$ cat config.mk
export PLATFORM = sky130hd
export DESIGN_NAME = nibble_bus_cycle_sequencer
export DESIGN_NICKNAME = d
export VERILOG_FILES = /design/src/hdl/nibble_bus_pkg.sv /design/src/hdl/slot_timer.sv /design/src/hdl/word_fifo.sv /design/src/hdl/nibble_bus_cycle_sequencer.sv
export SDC_FILE = /design/constraint.sdc
export NUM_CORES = 1
export LEC_CHECK = 0
export BUFFER_PORTS_ARGS = -buffer_cell sky130_fd_sc_hd__buf_2
export CAP_MARGIN = 20
export CORE_MARGIN = 2
export CORE_UTILIZATION = 30
export DETAILED_ROUTE_END_ITERATION = 12
export PLACE_DENSITY = 0.55
export SKIP_LAST_GASP = 1
export SYNTH_ARGS = -nofsm -noshare
export SYNTH_HDL_FRONTEND = slang
export SYNTH_SLANG_ARGS = --single-unit
$ cat constraint.sdc
create_clock -name mclk_i -period 5.8 [get_ports mclk_i]
set_input_delay 1.74 -clock mclk_i [delete_from_list [all_inputs] [get_ports mclk_i]]
set_output_delay 1.74 -clock mclk_i [all_outputs]
set_load 0.005 [all_outputs]
$ cat src/hdl/nibble_bus_pkg.sv
// Shared constants, slot and command types for the nibble bus sequencer
package nibble_bus_pkg;

  // ----------------------------------------------------------------
  // Timing
  // ----------------------------------------------------------------
  localparam int CLK_PERIOD_NS   = 20;     // System clock period
  localparam int CYCLE_TIME_NS   = 10800;  // One instruction cycle
  localparam int BUS_CLOCK_KHZ   = 750;    // Nominal bus clock rate
  localparam int SLOTS_PER_CYCLE = 8;      // Bus periods per cycle
  // Longest slot rounds down to whole system clocks
  localparam int SLOT_CLKS = CYCLE_TIME_NS / (SLOTS_PER_CYCLE * CLK_PERIOD_NS);

  // ----------------------------------------------------------------
  // Widths and reset values
  // ----------------------------------------------------------------
  localparam int          PC_W       = 12;      // Program address width
  localparam int          NIB_W      = 4;       // Bus width
  localparam int          RAM_BANKS  = 4;       // RAM bank command lines
  localparam int          FIFO_DEPTH = 16;      // Fetched-word buffer
  localparam logic [11:0] PC_RESET   = 12'h000; // Fetch start address
  localparam logic [1:0]  BANK_RESET = 2'h0;    // First bank line
  localparam logic [3:0]  NIB_ZERO   = 4'h0;    // Logic zero nibble

  // ----------------------------------------------------------------
  // Types
  // ----------------------------------------------------------------
  typedef enum logic [2:0] {
    ADDRESS_SLOT_ONE,
    ADDRESS_SLOT_TWO,
    ADDRESS_SLOT_THREE,
    FETCH_SLOT_ONE,
    FETCH_SLOT_TWO,
    EXECUTE_SLOT_ONE,
    EXECUTE_SLOT_TWO,
    EXECUTE_SLOT_THREE
  } slot_t;

  typedef enum logic [2:0] {
    EXEC_NONE,      // No bus transfer
    EXEC_ROM_OUT,   // Accumulator to program-memory port
    EXEC_ROM_IN,    // Program-memory port to core
    EXEC_RAM_ADDR,  // Chip/register/character address to RAM
    EXEC_RAM_OUT    // Accumulator to RAM output lines
  } exec_kind_t;

  typedef struct packed {
    exec_kind_t  kind;        // Transfer for the execute slots
    logic [3:0]  acc;         // Accumulator value
    logic [7:0]  pair;        // Index pair: RAM address
    logic [1:0]  bank;        // RAM bank line for address transfers
    logic        jump;        // Load target into program counter
    logic [11:0] target;      // Jump target
    logic        double_len;  // Instruction takes two cycles
  } exec_cmd_t;

  typedef struct packed {
    logic [11:0] addr;             // Address the word came from
    logic [3:0]  opcode_nibble;    // Upper instruction nibble
    logic [3:0]  modifier_nibble;  // Lower instruction nibble
    logic        second_word;      // Second word of a double instruction
  } fetch_word_t;

endpackage : nibble_bus_pkg

$ cat src/hdl/slot_timer.sv
// Bus clock divider and eight-slot instruction cycle counter
`timescale 1ns/10ps
module slot_timer
  import nibble_bus_pkg::*;
#(
  parameter int SLOT_LEN = SLOT_CLKS  // System clocks per bus slot
)(
  // Clock and reset
  input  wire logic  mclk_i,
  input  wire logic  rst_n_i,
  // Control
  input  wire logic  hold_i,   // Stretch last slot before a new cycle
  // Timing
  output nibble_bus_pkg::slot_t slot_o,  // Current slot
  output logic       tick_o    // Last clock of the current slot
);
  import nibble_bus_pkg::*;

  // ----------------------------------------------------------------
  // State
  // ----------------------------------------------------------------
  logic [7:0] cnt_q, cnt_d;    // Clocks within the slot
  slot_t      slot_q, slot_d;  // Slot position

  assign slot_o = slot_q;
  assign tick_o = (cnt_q == 8'(SLOT_LEN - 1)) &&
                  !((slot_q == EXECUTE_SLOT_THREE) && hold_i);

  // Next slot: hold only at the cycle boundary so no cycle is torn
  always_comb
  begin
    cnt_d  = cnt_q;
    slot_d = slot_q;
    if (tick_o)
    begin
      cnt_d  = 8'h00;
      slot_d = slot_t'(slot_q + 3'h1);  // Wraps X3 back to A1
    end
    else if (cnt_q != 8'(SLOT_LEN - 1))
    begin
      cnt_d = cnt_q + 8'h01;
    end
  end

  // Register
  always_ff @(posedge mclk_i or negedge rst_n_i)
  begin
    if (!rst_n_i)
    begin
      cnt_q  <= 8'h00;
      slot_q <= ADDRESS_SLOT_ONE;
    end
    else
    begin
      cnt_q  <= cnt_d;
      slot_q <= slot_d;
    end
  end
endmodule : slot_timer

$ cat src/hdl/word_fifo.sv
// Fetched-word FIFO with registered output stage
`timescale 1ns/10ps
module word_fifo #(
  parameter int WIDTH = 21,  // Word width
  parameter int DEPTH = 16   // Storage entries
)(
  // Clock and reset
  input  wire logic             mclk_i,
  input  wire logic             rst_n_i,
  // Fill side
  input  wire logic             in_valid_i,
  output logic                  in_ready_o,
  input  wire logic [WIDTH-1:0] in_data_i,
  // Drain side
  output logic                  out_valid_o,
  input  wire logic             out_ready_i,
  output logic [WIDTH-1:0]      out_data_o
);

  localparam int AW = $clog2(DEPTH);

  // ----------------------------------------------------------------
  // Storage and pointers
  // ----------------------------------------------------------------
  logic [WIDTH-1:0] mem_q [DEPTH];
  logic [AW-1:0]    wr_q, wr_d, rd_q, rd_d;
  logic [AW:0]      cnt_q, cnt_d;       // Entries in storage
  logic             ov_q, ov_d;         // Output stage holds a word
  logic [WIDTH-1:0] od_q, od_d;         // Output stage data
  logic             push, pop;

  assign in_ready_o  = (cnt_q != (AW+1)'(DEPTH));  // Honest full
  assign out_valid_o = ov_q;
  assign out_data_o  = od_q;
  assign push = in_valid_i && in_ready_o;
  assign pop  = (cnt_q != '0) && (!ov_q || out_ready_i);

  // Pointer, count and output stage next values
  always_comb
  begin
    wr_d  = push ? wr_q + 1'b1 : wr_q;
    rd_d  = pop ? rd_q + 1'b1 : rd_q;
    cnt_d = cnt_q + (AW+1)'(push) - (AW+1)'(pop);
    ov_d  = pop ? 1'b1 : (out_ready_i ? 1'b0 : ov_q);
    od_d  = pop ? mem_q[rd_q] : od_q;
  end

  // Register
  always_ff @(posedge mclk_i or negedge rst_n_i)
  begin
    if (!rst_n_i)
    begin
      wr_q  <= '0;
      rd_q  <= '0;
      cnt_q <= '0;
      ov_q  <= 1'b0;
      od_q  <= '0;
    end
    else
    begin
      wr_q  <= wr_d;
      rd_q  <= rd_d;
      cnt_q <= cnt_d;
      ov_q  <= ov_d;
      od_q  <= od_d;
    end
  end

  // Entry storage, one write port per entry
  for (genvar i = 0; i < DEPTH; i++)
  begin : g_entry
    always_ff @(posedge mclk_i)
    begin
      if (push && (wr_q == AW'(i)))
      begin
        mem_q[i] <= in_data_i;
      end
    end
  end

endmodule : word_fifo

$ cat src/hdl/nibble_bus_cycle_sequencer.sv
// Eight-slot instruction cycle sequencer on the shared nibble bus
`timescale 1ns/10ps
// Behaviour
// Cycle-start marker once every eight slots
// Instructions take one or two cycles
// Cycle lasts 10.8 us nominally
// Address sent as three nibbles first
// Memories decode chip and word from address
// Selected memory returns instruction in two slots
// Execute work happens in last three slots
// Port data moves in second execute slot
// RAM address sent in execute slots two, three
// Four RAM bank lines, one program line
// RAM output puts accumulator on bus
// Reset clears, restart at zero, bank zero
// Bus and control lines are negative logic
// Two clock phases come from outside; design runs from the single mclk_i instead
// Memories time slots from the marker
// One driver per line, others float
// Many receivers may sample a line
// Upper nibble first, lower nibble second
// Reset held 64 periods clears fully
// Bus floats during both fetch slots
module nibble_bus_cycle_sequencer
  import nibble_bus_pkg::*;
#(
  parameter int SLOT_LEN = SLOT_CLKS,  // System clocks per slot
  parameter int DEPTH    = FIFO_DEPTH  // Fetched-word buffer depth
)(
  // Clock and reset
  input  wire logic              mclk_i,
  input  wire logic              rst_n_i,
  // Data bus pins, electrical levels
  input  wire logic [3:0]        bus_in_i,
  output logic [3:0]             bus_out_o,
  output logic [3:0]             bus_oe_o,
  // Control pins, active low
  output logic                   sync_n_o,
  output logic                   program_memory_command_line_n_o,
  output logic [RAM_BANKS-1:0]   ram_bank_command_line_n_o,
  // Core command for the execute slots
  input  wire logic              cmd_valid_i,
  input  nibble_bus_pkg::exec_cmd_t cmd_i,
  // Fetched instruction stream
  output logic                   word_valid_o,
  input  wire logic              word_ready_i,
  output nibble_bus_pkg::fetch_word_t word_o,
  // Port input result
  output logic                   port_valid_o,
  output logic [3:0]             port_data_o
);
  import nibble_bus_pkg::*;

  // ----------------------------------------------------------------
  // Slot timing
  // ----------------------------------------------------------------
  slot_t       slot;            // Current slot
  logic        tick;            // Last clock of the slot
  logic        fifo_ready;      // Buffer can take the next word
  logic [3:0]  bus_logic;       // Bus in logical sense

  // Stall at the cycle boundary while the buffer is full, so the
  // next fetch always has room; costs bus cycles, never words.
  slot_timer #(
    .SLOT_LEN (SLOT_LEN)
  ) u_timer (
    .mclk_i  (mclk_i),
    .rst_n_i (rst_n_i),
    .hold_i  (!fifo_ready),
    .slot_o  (slot),
    .tick_o  (tick)
  );

  // Pins carry logic one as the low level
  // Input side only listens, so other receivers may share the line
  assign bus_logic = ~bus_in_i;

  // ----------------------------------------------------------------
  // Sequencer state
  // ----------------------------------------------------------------
  logic [11:0]  pc_q, pc_d;          // Program address
  logic [3:0]   opc_q, opc_d;        // Captured upper nibble
  exec_cmd_t    cmd_q, cmd_d;        // Command for this cycle
  logic [1:0]   bank_q, bank_d;      // Selected RAM bank line
  logic         second_q, second_d;  // This fetch is a second word
  logic [3:0]   pdat_q, pdat_d;      // Port input data
  logic         pval_q, pval_d;      // Port input strobe
  logic         push;                // Word complete
  fetch_word_t  push_word;           // Word going to the buffer

  assign push_word = '{addr: pc_q, opcode_nibble: opc_q,
                       modifier_nibble: bus_logic, second_word: second_q};

  // Slot-end actions: capture, advance, latch commands
  always_comb
  begin
    pc_d     = pc_q;
    opc_d    = opc_q;
    cmd_d    = cmd_q;
    bank_d   = bank_q;
    second_d = second_q;
    pdat_d   = pdat_q;
    pval_d   = 1'b0;
    push     = 1'b0;
    if (tick)
    begin
      case (slot)
        FETCH_SLOT_ONE:
        begin
          opc_d = bus_logic;  // Upper nibble arrives first
        end
        FETCH_SLOT_TWO:
        begin
          push = 1'b1;          // Lower nibble completes the word
          pc_d = pc_q + 12'h001;
        end
        EXECUTE_SLOT_ONE:
        begin
          // Second word of a double instruction carries no transfer
          if (cmd_valid_i && !second_q)
          begin
            cmd_d = cmd_i;
          end
          else
          begin
            cmd_d = '0;
          end
          second_d = !second_q && cmd_valid_i && cmd_i.double_len;
        end
        EXECUTE_SLOT_TWO:
        begin
          if (cmd_q.kind == EXEC_ROM_IN)
          begin
            pdat_d = bus_logic;  // Port value from program memory
            pval_d = 1'b1;
          end
          else if (cmd_q.kind == EXEC_RAM_ADDR)
          begin
            bank_d = cmd_q.bank;  // Bank stays for later transfers
          end
        end
        EXECUTE_SLOT_THREE:
        begin
          if (cmd_q.jump)
          begin
            pc_d = cmd_q.target;  // Executed late in the cycle
          end
        end
        default:
        begin
          pc_d = pc_q;
        end
      endcase
    end
  end

  // Register sequencer state; reset restarts at zero, bank zero
  always_ff @(posedge mclk_i or negedge rst_n_i)
  begin
    if (!rst_n_i)
    begin
      pc_q     <= PC_RESET;
      opc_q    <= NIB_ZERO;
      cmd_q    <= '0;
      bank_q   <= BANK_RESET;
      second_q <= 1'b0;
      pdat_q   <= NIB_ZERO;
      pval_q   <= 1'b0;
    end
    else
    begin
      pc_q     <= pc_d;
      opc_q    <= opc_d;
      cmd_q    <= cmd_d;
      bank_q   <= bank_d;
      second_q <= second_d;
      pdat_q   <= pdat_d;
      pval_q   <= pval_d;
    end
  end

  assign port_valid_o = pval_q;
  assign port_data_o  = pdat_q;

  // ----------------------------------------------------------------
  // Pin drive, one clock behind the slot
  // ----------------------------------------------------------------
  logic [3:0]           bus_lg;        // Nibble to drive, logical
  logic                 bus_en;        // Drive enable
  logic [3:0]           out_q, out_d;  // Pin levels
  logic [3:0]           oe_q, oe_d;    // Pin enables
  logic                 sync_q, sync_d;
  logic                 rom_q, rom_d;
  logic [RAM_BANKS-1:0] ram_q, ram_d;
  logic [RAM_BANKS-1:0] bank_low;      // Current bank line, low active
  logic [RAM_BANKS-1:0] cmd_low;       // Command's bank line

  assign bank_low = ~(4'h1 << bank_q);
  assign cmd_low  = ~(4'h1 << cmd_q.bank);

  // Decide who drives the bus in each slot
  always_comb
  begin
    bus_lg = NIB_ZERO;
    bus_en = 1'b0;
    rom_d  = 1'b1;
    ram_d  = 4'hF;
    sync_d = (slot != ADDRESS_SLOT_ONE);  // Marks cycle start
    case (slot)
      ADDRESS_SLOT_ONE:
      begin
        bus_lg = pc_q[3:0];
        bus_en = 1'b1;
      end
      ADDRESS_SLOT_TWO:
      begin
        bus_lg = pc_q[7:4];
        bus_en = 1'b1;
      end
      ADDRESS_SLOT_THREE:
      begin
        bus_lg = pc_q[11:8];
        bus_en = 1'b1;
        rom_d  = 1'b0;        // Program bank enabled for the fetch
        ram_d  = bank_low;
      end
      FETCH_SLOT_ONE, FETCH_SLOT_TWO:
      begin
        bus_en = 1'b0;  // Memory owns the bus
      end
      EXECUTE_SLOT_TWO:
      begin
        case (cmd_q.kind)
          EXEC_ROM_OUT:
          begin
            bus_lg = cmd_q.acc;
            bus_en = 1'b1;
            rom_d  = 1'b0;
          end
          EXEC_ROM_IN:
          begin
            rom_d = 1'b0;  // Port drives, we only listen
          end
          EXEC_RAM_ADDR:
          begin
            bus_lg = cmd_q.pair[7:4];
            bus_en = 1'b1;
            ram_d  = cmd_low;
          end
          EXEC_RAM_OUT:
          begin
            bus_lg = cmd_q.acc;
            bus_en = 1'b1;
            ram_d  = bank_low;
          end
          default:
          begin
            bus_en = 1'b0;
          end
        endcase
      end
      EXECUTE_SLOT_THREE:
      begin
        if (cmd_q.kind == EXEC_RAM_ADDR)
        begin
          bus_lg = cmd_q.pair[3:0];
          bus_en = 1'b1;
        end
      end
      default:
      begin
        bus_en = 1'b0;
      end
    endcase
    out_d = ~bus_lg;  // Negative logic on the pins
    oe_d  = {4{bus_en}};
  end

  // Register pins; reset leaves bus at logic zero and released
  always_ff @(posedge mclk_i or negedge rst_n_i)
  begin
    if (!rst_n_i)
    begin
      out_q  <= ~NIB_ZERO;
      oe_q   <= 4'h0;
      sync_q <= 1'b1;
      rom_q  <= 1'b1;
      ram_q  <= 4'hF;
    end
    else
    begin
      out_q  <= out_d;
      oe_q   <= oe_d;
      sync_q <= sync_d;
      rom_q  <= rom_d;
      ram_q  <= ram_d;
    end
  end

  assign bus_out_o                       = out_q;
  assign bus_oe_o                        = oe_q;
  assign sync_n_o                        = sync_q;
  assign program_memory_command_line_n_o = rom_q;
  assign ram_bank_command_line_n_o       = ram_q;

  // ----------------------------------------------------------------
  // Fetched-word buffer
  // ----------------------------------------------------------------
  word_fifo #(
    .WIDTH ($bits(fetch_word_t)),
    .DEPTH (DEPTH)
  ) u_fifo (
    .mclk_i      (mclk_i),
    .rst_n_i     (rst_n_i),
    .in_valid_i  (push),
    .in_ready_o  (fifo_ready),
    .in_data_i   (push_word),
    .out_valid_o (word_valid_o),
    .out_ready_i (word_ready_i),
    .out_data_o  (word_o)
  );
endmodule : nibble_bus_cycle_sequencer

==> impl_metrics.py, run 1 <==
metrics = {
    "outcome": {
        "run_status": "finished, final reports clean",
    },
    "pwr": {
        "power.static_leakage_nw": 6.80,
        "worst_ir_drop_vdd_mv": 0.217,
        "power.density_cell_area_nw_per_um2": 371,
    },
    "clock_network": {
        "cts_setup_buffers": 0,
        "cts_tree": "built",
        "cts.clk_slew.worst_paths_ns": 0.06,
        "cts_root_buf": "sky130_fd_sc_hd__clkbuf_16",
        "cts_buffer_depth": 3,
        "htree_num_levels": 2,
        "clock_sink_count": 447,
        "postCtsResizedCells": 0,
        "num_cts_buffers": 44,
        "post_cts_hold_buffer_count": 0,
        "clock_latency_on_the_worst_skew_pair_ns": 0.56,
    },
    "finish": {
        "antenna-diode-count": 0,
        "area_delta_synth_final_pct": 14.3,
        "post-route-util_pct": 34.6,
        "layout_common_cells": "sky130_fd_sc_hd__edfxtp_1 (336), sky130_fd_sc_hd__dfrtp_1 (98), sky130_fd_sc_hd__mux4_2 (84)",
        "layout-drive-gt1-share_pct": 26.0,
        "finish.net_count": 1176,
        "most_frequent_standard_cell_in_the_layout_excluding_fill_and_tap_cells": "sky130_fd_sc_hd__edfxtp_1",
    },
    "yosys": {
        "syn_nets": 1086,
        "post_synth_inst_count": 1026,
        "ys_ff_latch": 447,
        "syn_area_per_cell_sq_um": 17.7,
        "synth.cell_area_sq_um": 18200,
        "number_of_enable_flip_flop_cells_after_synthesis": 336,
        "synth_flop_type": "sky130_fd_sc_hd__edfxtp_1",
        "synth_cell_types": 64,
        "async_flop_share_pct": 24.8,
        "seq_area_frac_synth_pct": 70.8,
        "yosysWarnings": 0,
    },
    "timing": {
        "report.final.setup_viol": 0,
        "worst-slew-pin-transition_ns": 0.914,
        "final_min_period_over_clock_period_pct": 55.5,
        "maxSlewHeadroom_pct": 38.8,
        "skew_ns": 0.0217,
        "layout_min_cycle_time_ns": 3.22,
        "setup-tns-final_ns": 0,
        "setup_repair_after_global_routing_missed_its_margin": "no",
        "hold_viol_final": 0,
        "report.final.slew_viol_count": 0,
        "max_freq_mhz": 310,
    },
    "route": {
        "via_count": 9516,
        "detail_route.wirelength_mm": 42.0,
        "drt_first_iter_violations": 799,
        "number_of_design_rule_violations_left_after_detail_routing": 0,
        "post_drt_wl_per_cell_um": 21.7,
        "postRouteAntennaNets": 0,
        "routed_via_density": 4.92,
        "first_pass_iters": 5,
    },
    "floorplanning": {
        "boundaryPins": 80,
        "std_cell_rows": 90,
        "dieArea_sq_um": 62600,
        "die_h_um": 250,
        "area_of_the_placeable_core_sq_um": 60100,
        "die_w_um": 250,
        "floorplan.initialDensity_pct": 30.2,
    },
    "critical_path": {
        "criticalPathCategory": "reg2reg",
        "crit_path_max_fanout": 21,
        "worst-endpoint-arrival_ns": 3.39,
        "crit_path_start_kind": "register",
        "critPathRequiredTime_ns": 5.97,
        "cp-end-kind": "register",
    },
    "global_routing": {
        "vias_in_the_first_global_route": 9883,
        "largest_net_degree_at_the_start_of_global_routing": 52,
        "tot_gr_track_use_pct": 13.4,
        "global_route_wire_length_before_repair_mm": 63.3,
        "number_of_antenna_violations_at_the_first_check_in_global_routing": 0,
        "grt.overflow.total": 0,
    },
    "placement": {
        "port_buffers": 79,
        "place.gp.congestion": 0.762,
        "place.detailed.hpwl_mm": 24.3,
    },
    "flow_run": {
        "timing.max_cap.violations": 0,
    },
    "hold_path": {
        "min_path_type": "reg2reg",
    },
}
[final timing paths]
check,startpoint,to,slack [ns],cells past startpoint
setup / recovery,u_timer.cnt_q[0],u_fifo.mem_q[11][18],2.58,6
hold / removal,cmd_q[19],bus_out_o[3],0.41,1
setup reg to reg,u_timer.cnt_q[0],u_fifo.mem_q[11][18],2.58,6
hold reg to reg,cmd_q[19],bus_out_o[3],0.41,1
max in group asynchronous,rst_n_i,u_fifo.rd_q[0],3.51,2
min in group asynchronous,rst_n_i,bank_q[0],1.22,1
[sequential cells by signal, summed over array words and instances, names as in the netlist, 2 cells and up]
name and cells:
bank_q 2, bus_out_o 4, cmd_q 30, opc_q 4, pc_q 12, port_data_o 4, ram_bank_command_line_n_o 4, u_fifo.cnt_q 5
u_fifo.mem_q 336, u_fifo.out_data_o 21, u_fifo.rd_q 4, u_fifo.wr_q 4, u_timer.cnt_q 8, u_timer.slot_o 3
[area by class of cell]
class / instances / area, sq um
clock inverters: 24 / 149
repair buffers: 99 / 548
multi-input cells: 469 / 4820
well taps: 782 / 978
clock buffers: 58 / 1200
inverters: 55 / 206
fillers: 5738 / 39300
flip-flops and latches: 447 / 12900
[worst max-delay path: stages (launching register included)]
cell and delay [ns]:
sky130_fd_sc_hd__dfrtp_1 0.43, sky130_fd_sc_hd__inv_1 0.08, sky130_fd_sc_hd__ha_1 0.14, sky130_fd_sc_hd__and4bb_2 0.32, sky130_fd_sc_hd__nand3_4 0.15, sky130_fd_sc_hd__nor2_1 0.76, sky130_fd_sc_hd__and4b_2 0.96
[power by group]
part | switching (W) | internal [W] | leakage [nW]
clock network | 0.00121 | 0.00151 | 0.671
registers | 0.000189 | 0.00351 | 3.90
logic | 0.000682 | 0.000599 | 2.23
total | 0.00208 | 0.00562 | 6.80
[metal layers]
| layer | vias to the layer above | part of all wire, % | global-route usage, % | wire length (um) |
|---|---|---|---|---|
| met1 | 4988 | 46 | 19.0 | 19500 |
| li1 | 4229 | - | - | - |
| met4 | 0 | 1.6 | 2.87 | 669 |
| met2 | 243 | 47 | 21.4 | 19600 |
| met5 | - | 0 | 0 | 0 |
| met3 | 56 | 5.3 | 2.67 | 2230 |
[per-stage QoR]
stage               instances  total power (W)  worst slack [ns]  area (sq um)  hold WS (ns)
floorplan                1026          0.00468              2.27         18200         0.385
finish                   1934          0.00770              2.58         20800         0.411
global route             1934          0.00804              2.34         20800         0.418
global placement         1852          0.00507              2.09         19400         0.404
CTS                      1934          0.00783              2.52         20800         0.411
detailed placement       1852          0.00509              2.08         19400         0.406
[logic make-up (layout without fill, tap and decap cells)]
| group | after synthesis | after routing | share of synthesized area (%) |
|---|---|---|---|
| adders and majority gates | 21 | 21 | 1.49 |
| buffers and inverters | 110 | 236 | 2.82 |
| muxes | 154 | 154 | 14.4 |
| AOI/OAI and AO/OA | 126 | 126 | 4.86 |
| xor gates and xnor gates | 17 | 17 | 0.819 |
| DFF | 447 | 447 | 70.8 |
| and+or+nand+nor | 151 | 151 | 4.82 |
[cell usage after synthesis (all sizes together) (3+ instances only)]
| cell | instances | area share [%] |
|---|---|---|
| edfxtp | 336 | 55 |
| dfrtp | 101 | 14 |
| mux4 | 84 | 10 |
| inv | 55 | 1.1 |
| mux2i | 54 | 3.0 |
| nand2 | 49 | 1.0 |
| buf | 36 | 1.3 |
| o22ai | 25 | 0.86 |
| a21o | 22 | 0.91 |
| a211oi | 21 | 0.87 |
| ha | 20 | 1.4 |
| clkbuf | 19 | 0.39 |
| mux2 | 16 | 0.99 |
| nand3 | 15 | 0.48 |
| nor2 | 15 | 0.35 |
| nor3 | 15 | 0.54 |
| o21ai | 14 | 0.41 |
| a21oi | 11 | 0.30 |
| dfstp | 10 | 1.4 |
| xnor2 | 10 | 0.48 |
| and4b | 9 | 0.50 |
| and2 | 7 | 0.24 |
| xor2 | 7 | 0.34 |
| and3 | 6 | 0.21 |
| and4 | 6 | 0.29 |
| a31oi | 5 | 0.17 |
| nand2b | 5 | 0.17 |
| a222oi | 4 | 0.22 |
| a22oi | 4 | 0.17 |
| nand4 | 4 | 0.14 |
| o32ai | 4 | 0.19 |
| nor2b | 3 | 0.10 |
| nor4 | 3 | 0.10 |
| o211ai | 3 | 0.15 |
| o31ai | 3 | 0.12 |
| or2 | 3 | 0.10 |
Note: power is estimated with default switching activity, not from simulation.
==> run 2, diff against run 1 <==
clock period = 3.18 ns   (was 5.8 ns; I/O delays follow)
==> impl_metrics.py, run 2 (synthesized netlist as in run 1, its figures left out) <==
metrics = {
    "outcome": {
        "run_status": "finished, final reports clean",
    },
    "critical_path": {
        "critical_path_depth": 14,
        "criticalPathCategory": "reg2reg",
        "critical_path.reg2reg.endpoint": "u_fifo.cnt_q[4]",
        "cp-end-kind": "register",
        "crit_path_top_delay_cell": "sky130_fd_sc_hd__fa_1",
        "cp.buffers_inverters": 5,
        "critPathCapture": "u_fifo.cnt_q[4]",
        "rr_worst_depth": 14,
        "crit_path_max_fanout": 4,
        "worst-endpoint-arrival_ns": 3.27,
        "cpLargestDelayFamily": "adder cells",
        "critical-path-top-cell-by-count": "sky130_fd_sc_hd__inv_1",
        "critPathRequiredTime_ns": 3.65,
        "cp_cell_sequence": "inv_1 -> ha_1 -> or3b_4 -> o21ai_4 -> inv_1 -> ha_1 -> inv_1 -> ha_1 -> inv_1 -> fa_1 -> inv_1 -> a21oi_1 -> o21bai_1 -> xnor2_1",
        "setup_crit_start": "u_fifo.cnt_q[3]",
        "rrSetupSlack_ns": 0.39,
        "crit_path_start_kind": "register",
        "reg2reg_start": "u_fifo.cnt_q[3]",
        "timing.critical_path.slowest_cell_delay_ns": 0.44,
    },
    "clock_network": {
        "cts_root_buf": "sky130_fd_sc_hd__clkbuf_16",
        "cts.clk_slew.worst_paths_ns": 0.06,
        "post_cts_hold_buffer_count": 0,
        "num_cts_buffers": 45,
        "clock_sink_count": 447,
        "cts_buffer_depth": 3,
        "postCtsResizedCells": 0,
        "htree_num_levels": 2,
        "clock_latency_on_the_worst_skew_pair_ns": 0.56,
        "cts_tree": "built",
        "cts_setup_buffers": 0,
    },
    "floorplanning": {
        "boundaryPins": 80,
        "floorplan.initialDensity_pct": 30.2,
        "dieArea_sq_um": 62600,
        "std_cell_rows": 90,
        "die_h_um": 250,
        "area_of_the_placeable_core_sq_um": 60100,
        "die_w_um": 250,
    },
    "route": {
        "drt_first_iter_violations": 723,
        "postRouteAntennaNets": 0,
        "post_drt_wl_per_cell_um": 21.3,
        "via_count": 9542,
        "detail_route.wirelength_mm": 41.8,
        "routed_via_density": 4.87,
        "first_pass_iters": 6,
        "number_of_design_rule_violations_left_after_detail_routing": 0,
    },
    "placement": {
        "port_buffers": 79,
        "place.detailed.hpwl_mm": 25.7,
        "place.gp.congestion": 0.774,
    },
    "timing": {
        "maxSlewHeadroom_pct": 43.7,
        "worst-slew-pin-transition_ns": 0.845,
        "hold_ws_ns": 0.388,
        "setup_repair_after_global_routing_missed_its_margin": "no",
        "report.final.setup_viol": 0,
        "layout_min_cycle_time_ns": 2.79,
        "max_freq_mhz": 358,
        "hold_viol_final": 0,
        "skew_ns": 0.0167,
        "setup-tns-final_ns": 0,
        "final_min_period_over_clock_period_pct": 87.8,
        "report.final.slew_viol_count": 0,
    },
    "global_routing": {
        "largest_net_degree_at_the_start_of_global_routing": 46,
        "vias_in_the_first_global_route": 10071,
        "number_of_antenna_violations_at_the_first_check_in_global_routing": 0,
        "global_route_wire_length_before_repair_mm": 63.5,
        "tot_gr_track_use_pct": 13.3,
        "grt.overflow.total": 0,
    },
    "finish": {
        "largest-register": "u_fifo.mem_q",
        "most_frequent_standard_cell_in_the_layout_excluding_fill_and_tap_cells": "sky130_fd_sc_hd__edfxtp_1",
        "antenna-diode-count": 0,
        "finish.net_count": 1203,
        "largest_register_ff_count": 336,
        "layout_common_cells": "sky130_fd_sc_hd__edfxtp_1 (336), sky130_fd_sc_hd__dfrtp_1 (98), sky130_fd_sc_hd__mux4_2 (84)",
        "post-route-util_pct": 35.2,
        "layout-drive-gt1-share_pct": 26.6,
        "area_delta_synth_final_pct": 16.5,
    },
    "pwr": {
        "worst_ir_drop_vdd_mv": 0.500,
        "power.static_leakage_nw": 7.00,
        "power.density_cell_area_nw_per_um2": 676,
    },
    "hold_path": {
        "min_path_type": "in2async",
    },
    "flow_run": {
        "timing.max_cap.violations": 0,
    },
}
run 2: cell types whose count changed in the layout (fill, tap and decap cells not counted), sizes merged:
cell / delta
inv: -1
bufinv: +2
clkbuf: +9
clkinvlp: -1
clkinv: -8
buf: +26
run 2: worst min-delay path by stage:
stage / start / end / slack [ns]
floorplan: cmd_q[16] / bus_out_o[0] / 0.39
global placement: cmd_q[18] / bus_out_o[2] / 0.41
detailed placement: cmd_q[19] / bus_out_o[3] / 0.41
CTS: rst_n_i / cmd_q[28] / 0.39
global route: rst_n_i / cmd_q[21] / 0.41
finish: rst_n_i / cmd_q[28] / 0.39
run 2: final cells by class:
cell class                 instances  area, sq um
fill                            5721        38900
sequential                       447        12900
multi-input combinational        469         4810
clock buffer                      67         1260
tap                              782          978
timing repair buffer             125          893
inverter                          55          206
clock inverter                    16          155
run 2: metal layers:
layer	up-vias	global-route usage [%]	share of wire, %
met2	190	22.2	48
met5	-	0	0
li1	4275	-	-
met1	5027	18.5	46
met3	50	2.15	4.0
met4	0	2.67	1.5
run 2: power by group:
part           leakage, nW  total [W]  internal, W  switching [W]
sequential            3.90    0.00670      0.00641       0.000291
combinational         2.41    0.00249      0.00119        0.00129
clock                0.691    0.00515      0.00298        0.00217
run 2: worst reg2reg max path: stages, from the launching register on:
cell	delay, ns
sky130_fd_sc_hd__dfrtp_1	0.39
sky130_fd_sc_hd__inv_1	0.08
sky130_fd_sc_hd__ha_1	0.16
sky130_fd_sc_hd__or3b_4	0.43
sky130_fd_sc_hd__o21ai_4	0.14
sky130_fd_sc_hd__inv_1	0.08
sky130_fd_sc_hd__ha_1	0.29
sky130_fd_sc_hd__inv_1	0.06
sky130_fd_sc_hd__ha_1	0.17
sky130_fd_sc_hd__inv_1	0.07
sky130_fd_sc_hd__fa_1	0.44
sky130_fd_sc_hd__inv_1	0.07
sky130_fd_sc_hd__a21oi_1	0.05
sky130_fd_sc_hd__o21bai_1	0.16
sky130_fd_sc_hd__xnor2_1	0.13
run 2: per-stage QoR:
stage / area, sq um / worst slack, ns / total power (W) / cells
2_1_floorplan: 18200 / 0.417 / 0.00853 / 1026
4_1_cts: 21200 / 0.364 / 0.0146 / 1961
3_5_place_dp: 19800 / 0.221 / 0.00938 / 1878
6_report: 21200 / 0.387 / 0.0143 / 1961
3_3_place_gp: 19800 / 0.251 / 0.00936 / 1878
5_1_grt: 21200 / 0.202 / 0.0149 / 1961
